===== src/stack_pkg.sv =====
// package: offsets, field layout, reset values and states of the sequencer stack entries
package stack_pkg;
   localparam int          ENTRY_W        = 16;
   localparam int          ENTRY_COUNT    = 3;
   localparam int          INDEX_W        = 2;
   localparam int          CHAN_W         = 4;
   localparam int          REGISTER_ADDRESS_FIELD_W      = 6;
   // printed offsets are register indices; byte address is four times the index
   localparam logic [5:0]  IDX_ENTRY_16   = 6'h30;
   localparam logic [5:0]  IDX_ENTRY_17   = 6'h31;
   localparam logic [5:0]  IDX_ENTRY_18   = 6'h32;
   // control and status words at chosen indices
   localparam logic [5:0]  IDX_CONTROL    = 6'h3E;
   localparam logic [5:0]  IDX_STATUS     = 6'h3F;
   // field positions
   localparam int          DIR_BIT        = 15;
   localparam int          REGISTER_ADDRESS_FIELD_MSB    = 14;
   localparam int          REGISTER_ADDRESS_FIELD_LSB    = 9;
   localparam int          RETURN_BIT     = 8;
   localparam int          CHANNEL_SELECT_B_MSB    = 7;
   localparam int          CHANNEL_SELECT_B_LSB    = 4;
   localparam int          CHANNEL_SELECT_A_MSB    = 3;
   localparam int          CHANNEL_SELECT_A_LSB    = 0;
   localparam int          CTRL_RUN_BIT   = 0;
   // reset values
   localparam logic [15:0] RESET_ENTRY_16 = 16'h6000;
   localparam logic [15:0] RESET_ENTRY_17 = 16'h6200;
   localparam logic [15:0] RESET_ENTRY_18 = 16'h6400;
   // ahb encodings
   localparam logic [1:0]  HTRANS_NONSEQ  = 2'h2;
   localparam logic [1:0]  HTRANS_SEQ     = 2'h3;
   localparam logic [2:0]  HSIZE_WORD     = 3'h2;

   typedef enum logic [1:0] {SEQ_IDLE, SEQ_CONVERT} seq_state_t;
endpackage


===== src/entry_if.sv =====
// interface: bundles current stack entry fields between sequencer and register bank
interface entry_if;
   logic [stack_pkg::INDEX_W-1:0] index;
   logic [stack_pkg::CHAN_W-1:0]  chan_a;
   logic [stack_pkg::CHAN_W-1:0]  chan_b;
   logic                          ret;
   modport bank (input index, output chan_a, output chan_b, output ret);
   modport seq  (output index, input chan_a, input chan_b, input ret);
endinterface


===== src/stack_sequencer.sv =====
// module: steps through the stack entries, one per conversion
module stack_sequencer
(
   // clock and reset
   input  wire logic hclk,
   input  wire logic hresetn,
   input  wire logic clk_en,
   // control
   input  wire logic run,
   input  wire logic conv_done_sync,
   // entry access
   entry_if.seq      ent,
   // status
   output      logic busy
);
   stack_pkg::seq_state_t         state_q;
   stack_pkg::seq_state_t         state_d;
   logic [stack_pkg::INDEX_W-1:0] idx_q;
   logic [stack_pkg::INDEX_W-1:0] idx_d;
   logic [stack_pkg::INDEX_W-1:0] idx_next;
   logic                          last_entry;

   assign last_entry = (idx_q == stack_pkg::INDEX_W'(stack_pkg::ENTRY_COUNT - 1));
   // return flag or end of the stack goes back to the first entry
   assign idx_next   = (ent.ret || last_entry) ? '0 : idx_q + 2'h1;
   assign ent.index  = idx_q;
   assign busy       = (state_q == stack_pkg::SEQ_CONVERT);

   always_comb
   begin
      state_d = state_q;
      idx_d   = idx_q;
      case (state_q)
         stack_pkg::SEQ_IDLE:
         begin
            idx_d = '0;
            if (run)
               state_d = stack_pkg::SEQ_CONVERT;
         end
         stack_pkg::SEQ_CONVERT:
         begin
            if (!run)
               state_d = stack_pkg::SEQ_IDLE;
            else if (conv_done_sync)
               idx_d = idx_next;
         end
         default:
            state_d = stack_pkg::SEQ_IDLE;
      endcase
   end

   always_ff @(posedge hclk or negedge hresetn)
   begin
      if (!hresetn)
      begin
         state_q <= stack_pkg::SEQ_IDLE;
         idx_q   <= '0;
      end
      else if (clk_en)
      begin
         state_q <= state_d;
         idx_q   <= idx_d;
      end
   end
endmodule


===== src/stack_entries.sv =====
// module: sequencer stack entries 16 to 18 behind an ahb-lite slave
//
// Local design decision: the AHB-Lite interface to the registers.
module stack_entries
(
   // clock and reset
   input  wire logic        hclk,
   input  wire logic        hresetn,
   input  wire logic        clk_en,
   // ahb-lite slave
   input  wire logic        hsel,
   input  wire logic [31:0] haddr,
   input  wire logic [1:0]  htrans,
   input  wire logic        hwrite,
   input  wire logic [2:0]  hsize,
   input  wire logic [31:0] hwdata,
   input  wire logic        hready,
   output      logic [31:0] hrdata,
   output      logic        hreadyout,
   output      logic        hresp,
   // converter side
   input  wire logic        conv_done,
   output      logic [3:0]  channel_select_a,
   output      logic [3:0]  channel_select_b,
   output      logic        seq_busy
);
   logic [stack_pkg::ENTRY_W-1:0] entry_q [stack_pkg::ENTRY_COUNT];
   logic [stack_pkg::ENTRY_W-1:0] entry_d [stack_pkg::ENTRY_COUNT];
   logic                          run_q;
   logic                          wr_pend_q;
   logic [5:0]                    wr_idx_q;
   logic [31:0]                   hrdata_q;
   logic [3:0]                    chan_a_q;
   logic [3:0]                    chan_b_q;
   logic                          busy_q;
   logic                          done_meta_q;
   logic                          done_sync_q;
   logic                          done_prev_q;
   logic                          done_rise;
   logic                          busy_w;
   logic                          access;
   logic                          rd_access;
   logic                          wr_access;
   logic [5:0]                    addr_idx;
   logic                          wr_ctrl;
   logic [31:0]                   rd_word;
   entry_if                       ent ();

   // index of an entry slot within the array, or all ones when unmapped
   function automatic logic [1:0] slot_of(input logic [5:0] idx);
      case (idx)
         stack_pkg::IDX_ENTRY_16: slot_of = 2'h0;
         stack_pkg::IDX_ENTRY_17: slot_of = 2'h1;
         stack_pkg::IDX_ENTRY_18: slot_of = 2'h2;
         default:                 slot_of = 2'h3;
      endcase
   endfunction

   // reset word of each slot
   function automatic logic [15:0] reset_of(input int slot);
      case (slot)
         0:       reset_of = stack_pkg::RESET_ENTRY_16;
         1:       reset_of = stack_pkg::RESET_ENTRY_17;
         default: reset_of = stack_pkg::RESET_ENTRY_18;
      endcase
   endfunction

   // address phase decode
   assign access    = hsel && hready && (htrans == stack_pkg::HTRANS_NONSEQ
                      || htrans == stack_pkg::HTRANS_SEQ);
   assign rd_access = access && !hwrite;
   assign wr_access = access && hwrite;
   assign addr_idx  = haddr[7:2];
   assign wr_ctrl   = wr_pend_q && (wr_idx_q == stack_pkg::IDX_CONTROL);

   // read mux
   always_comb
   begin
      rd_word = 32'h0000_0000;
      case (addr_idx)
         stack_pkg::IDX_ENTRY_16,
         stack_pkg::IDX_ENTRY_17,
         stack_pkg::IDX_ENTRY_18:
            rd_word = {16'h0000, entry_q[slot_of(addr_idx)]};
         stack_pkg::IDX_CONTROL:
            rd_word = {31'h0000_0000, run_q};
         stack_pkg::IDX_STATUS:
            rd_word = {24'h00_0000, busy_q, 1'b0, 2'(ent.index), chan_b_q};
         default:
            rd_word = 32'h0000_0000;
      endcase
   end

   // write data lands in the data phase
   always_comb
   begin
      for (int i = 0; i < stack_pkg::ENTRY_COUNT; i++)
      begin
         entry_d[i] = entry_q[i];
         if (wr_pend_q && slot_of(wr_idx_q) == 2'(i))
            entry_d[i] = hwdata[15:0];
      end
   end

   // current entry fields for the sequencer
   assign ent.chan_a = entry_q[ent.index][stack_pkg::CHANNEL_SELECT_A_MSB:stack_pkg::CHANNEL_SELECT_A_LSB];
   assign ent.chan_b = entry_q[ent.index][stack_pkg::CHANNEL_SELECT_B_MSB:stack_pkg::CHANNEL_SELECT_B_LSB];
   assign ent.ret    = entry_q[ent.index][stack_pkg::RETURN_BIT];

   // conversion done pin synchroniser and edge detect
   assign done_rise = done_sync_q && !done_prev_q;

   stack_sequencer u_seq
   (
      .hclk           (hclk),
      .hresetn        (hresetn),
      .clk_en         (clk_en),
      .run            (run_q),
      .conv_done_sync (done_rise),
      .ent            (ent.seq),
      .busy           (busy_w)
   );

   always_ff @(posedge hclk or negedge hresetn)
   begin
      if (!hresetn)
      begin
         for (int i = 0; i < stack_pkg::ENTRY_COUNT; i++)
            entry_q[i] <= reset_of(i);
      end
      else if (clk_en)
      begin
         for (int i = 0; i < stack_pkg::ENTRY_COUNT; i++)
            entry_q[i] <= entry_d[i];
      end
   end

   always_ff @(posedge hclk or negedge hresetn)
   begin
      if (!hresetn)
      begin
         wr_pend_q <= 1'b0;
         wr_idx_q  <= 6'h00;
         hrdata_q  <= 32'h0000_0000;
         run_q     <= 1'b0;
      end
      else if (clk_en)
      begin
         wr_pend_q <= wr_access;
         wr_idx_q  <= addr_idx;
         if (rd_access)
            hrdata_q <= rd_word;
         if (wr_ctrl)
            run_q <= hwdata[stack_pkg::CTRL_RUN_BIT];
      end
   end

   always_ff @(posedge hclk or negedge hresetn)
   begin
      if (!hresetn)
      begin
         done_meta_q <= 1'b0;
         done_sync_q <= 1'b0;
         done_prev_q <= 1'b0;
         chan_a_q    <= 4'h0;
         chan_b_q    <= 4'h0;
         busy_q      <= 1'b0;
      end
      else if (clk_en)
      begin
         done_meta_q <= conv_done;
         done_sync_q <= done_meta_q;
         done_prev_q <= done_sync_q;
         chan_a_q    <= ent.chan_a;
         chan_b_q    <= ent.chan_b;
         busy_q      <= busy_w;
      end
   end

   assign hrdata           = hrdata_q;
   assign hreadyout        = 1'b1;
   assign hresp            = 1'b0;
   assign channel_select_a = chan_a_q;
   assign channel_select_b = chan_b_q;
   assign seq_busy         = busy_q;
endmodule


===== config.mk =====
export PLATFORM = sky130hd
export DESIGN_NAME = stack_entries
export DESIGN_NICKNAME = d
export VERILOG_FILES = /design/src/stack_pkg.sv /design/src/entry_if.sv /design/src/stack_sequencer.sv /design/src/stack_entries.sv
export SDC_FILE = /design/constraint.sdc
export NUM_CORES = 1
export LEC_CHECK = 0
export BUFFER_PORTS_ARGS = -buffer_cell sky130_fd_sc_hd__buf_2
export CAP_MARGIN = 20
export CORE_ASPECT_RATIO = 2
export CORE_UTILIZATION = 40
export CTS_CLUSTER_DIAMETER = 60
export DETAILED_ROUTE_END_ITERATION = 10
export PLACE_DENSITY = 0.75
export SLEW_MARGIN = 20
export SYNTH_ARGS = -nofsm -noshare
export SYNTH_HDL_FRONTEND = slang
export SYNTH_HIERARCHICAL = 1
export SYNTH_SLANG_ARGS = --single-unit

===== constraint.sdc =====
create_clock -name hclk -period 2.6 [get_ports hclk]
set_input_delay 0.13 -clock hclk [delete_from_list [all_inputs] [get_ports hclk]]
set_output_delay 0.13 -clock hclk [all_outputs]
set_load 0.01 [all_outputs]

==> flow_summary.ini <==
[outcome]
status = finished clean

[global_route]
grt_pass1_vias = 3053
grt-ovfl-total = 0
grt_pass1_wl_um = 15180
grt_max_degree = 88
track_usage_pct = 18.74
antenna_found_initial = 0

[timing]
worstMarginPinSlew_ns = 0.7994
finalSetupViolCount = 0
period_share_pct = 65.77
final_max_slew_viol_count = 0
skew_ns = 0.006938
fmax_ghz = 0.5848
fin_setup_tns_ns = 0
max-slew-margin-rel_pct = 46.70
hold_violations = 0
period_minus_slack_ns = 1.710
holdWs_ns = 0.03478
rsz0062_at_grt = false

[worst_setup_path]
reg2reg_to = entry_q[35]
worstSetupEndpointType = register
arrival_ns = 1.92
crit_type = reg -> reg
cpPeakStageDelay_ns = 0.43
reg2reg_setup_slack_ns = 0.89
worstPathRequired_ns = 2.81
crit_chain = nor3_1, nand3_1, nor3_2, buf_4, mux2_2
critPathMaxFanout = 16
reg2regPathDepth = 5
cp-start-kind = register
worstReg2RegStart = wr_idx_q[3]
cp_slowest_cell = dfrtp_1

[cells_and_area]
fin_area_um2 = 4912
drive_gt1_share_pct = 40.00
diodes = 0
nets = 478
synthToLayoutAreaGrowth_pct = 17.09

[clock_network]
cts.clk_slew.worst_paths_ns = 0.06
cts_max_path_buffers = 2
root_buffer = clkbuf_16
clk_latency_ns = 0.34
cts_resized = 0
clkSinkCount = 87
cts_tree = done
cts-htree-levels = 3
cts_buffers = 9

[die]
num_rows = 52
die-area_um2 = 10930
die_w_um = 74.42
core-area_um2 = 10150
die_y_um = 146.8
initial_core_util_pct = 41.33
design.portCount = 119

[drt]
drtIter0Drc = 158
route.detailed.drc = 0
drt.antenna.violating_nets = 0
vias = 2859
vias_per_cell = 5.294
wl_per_cell_um = 17.34
wl_um = 9362
firstDrtPassIters = 4

[placed_design]
dp_hpwl_um = 6511
port_buffers = 54
gp_congestion = 0.8152
placed_cell_area_um2 = 4542

[hold_path]
min_from = conv_done
whs_endpoint = done_meta_q
worstHoldPathCells = 2
hold_class = in -> reg

[synthesis]
ys_seq_area_share_pct = 52.13
syn-instance-count = 344
syn_area_um2 = 4195
ys_types = 37
yosysTopAreaCell = dfrtp_1
ys_top_cells_by_area = dfrtp_1, mux2_2, mux2i_1, dfstp_2, o21ai_0
yosysTopAreaCellShare_pct = 47.12
synth-seq-cells = 87
avgSynthCellArea_um2 = 12.20
yosys_warnings = 6

[pwr]
peakVddDrop_mv = 0.3314
p_leak_nw = 2.367
p_per_area_nw_per_um2 = 709.3

[job]
cap_violations = 0
[cells in the mapped netlist, drive strengths merged]
library cell,n
a22o,7
nor2b,4
dfstp,8
a211o,1
nand3,6
inv,4
mux2i,26
nor3b,2
or3b,1
dfrtp,79
conb,2
a21oi,2
nand2b,2
a22oi,6
ha,2
mux2,69
or2b,1
a31oi,1
o21ai,32
xnor2,1
and3b,1
nand2,31
clkbuf,3
o22ai,1
nor2,4
nand3b,7
buf,33
nor3,7
o32a,1
[cell families after synthesis]
kind of cell	share of synthesized area, %
multiplexers	24.90
flip-flops	52.13
AND/OR/NAND/NOR	8.798
AO/OA/AOI/OAI	7.337
buffers and inverters	5.845
adder cells (fa/ha/maj)	0.5964
other	0.1790
XOR/XNOR	0.2088
[final cells by class]
class                      instances  area (µm²)
clock inverter                     5       103.9
tap                              135       168.9
sequential                        87        2187
inverter                           4       15.01
timing repair buffer              65       361.6
clock buffer                      11       252.7
fill                             930        5238
multi-input combinational        233        1823
[report_power, final]
group	leakage [nW]	switching, mW	internal, mW
combinational	1.04	0.254	0.221
clock	0.176	0.509	0.991
sequential	1.16	0.0774	1.43
total	2.37	0.840	2.64
[registers in the layout (all words and copies together), names as in the netlist]
name,count
entry_q,48
hrdata,16
wr_idx_q,6
channel_select_a,4
channel_select_b,4
u_seq/ent.index,2
done_meta_q,1
done_prev_q,1
done_sync_q,1
run_q,1
seq_busy,1
u_seq/state_q,1
wr_pend_q,1
[worst max-delay path, delay by kind of cell, from the launching register on]
family,cells,cell delay [ns]
muxes,1,0.38
DFF,1,0.43
and+or+nand+nor,3,0.48
buffers and inverters,1,0.29
[metal layers]
metal / part of all wire (%) / up-vias / GRT usage, %
li1: - / 1293 / -
met1: 37 / 1457 / 19.27
met2: 56 / 90 / 33.74
met3: 3.1 / 19 / 2.949
met4: 3.7 / 0 / 11.42
met5: 0 / - / 0
[cell usage in the layout, fill, tap and decap left out, drive strengths merged, types with 2 or more instances in the layout]
cell type	instances
a22oi	6
nor2	4
mux2	69
a22o	7
nand2	31
nor3b	2
clkbuf	11
ha	2
buf	64
a21oi	2
nand3	6
nor2b	4
mux2i	26
nand3b	7
nand2b	2
nor3	7
o21ai	32
inv	4
conb	18
dfrtp	79
clkinv	2
bufinv	3
dfstp	8
[how the worst max path moves through the flow]
| stage | to | from |
|---|---|---|
| floorplan | entry_q[37] | wr_idx_q[3] |
| global placement | hrdata[5] | haddr[2] |
| detailed placement | hrdata[7] | haddr[2] |
| CTS | entry_q[35] | wr_idx_q[3] |
| global route | entry_q[35] | wr_idx_q[3] |
| finish | entry_q[35] | wr_idx_q[3] |
[metrics by stage]
step	power (mW)	instances	worst slack, ns	util (%)
after floorplan	1.842	360	0.8885	-
after global placement	1.982	523	0.8530	44.75
after detailed placement	2.005	523	0.8266	44.75
after CTS	3.514	539	0.8827	48.26
after global routing	3.616	540	0.7796	48.40
final	3.484	540	0.8900	48.40
[what timing repair did]
action	4_1_cts	5_1_grt
setup buffers	0	0
hold buffers	0	1
endpoints found under the hold margin	0	79
Power figures use the tool's default switching activity.
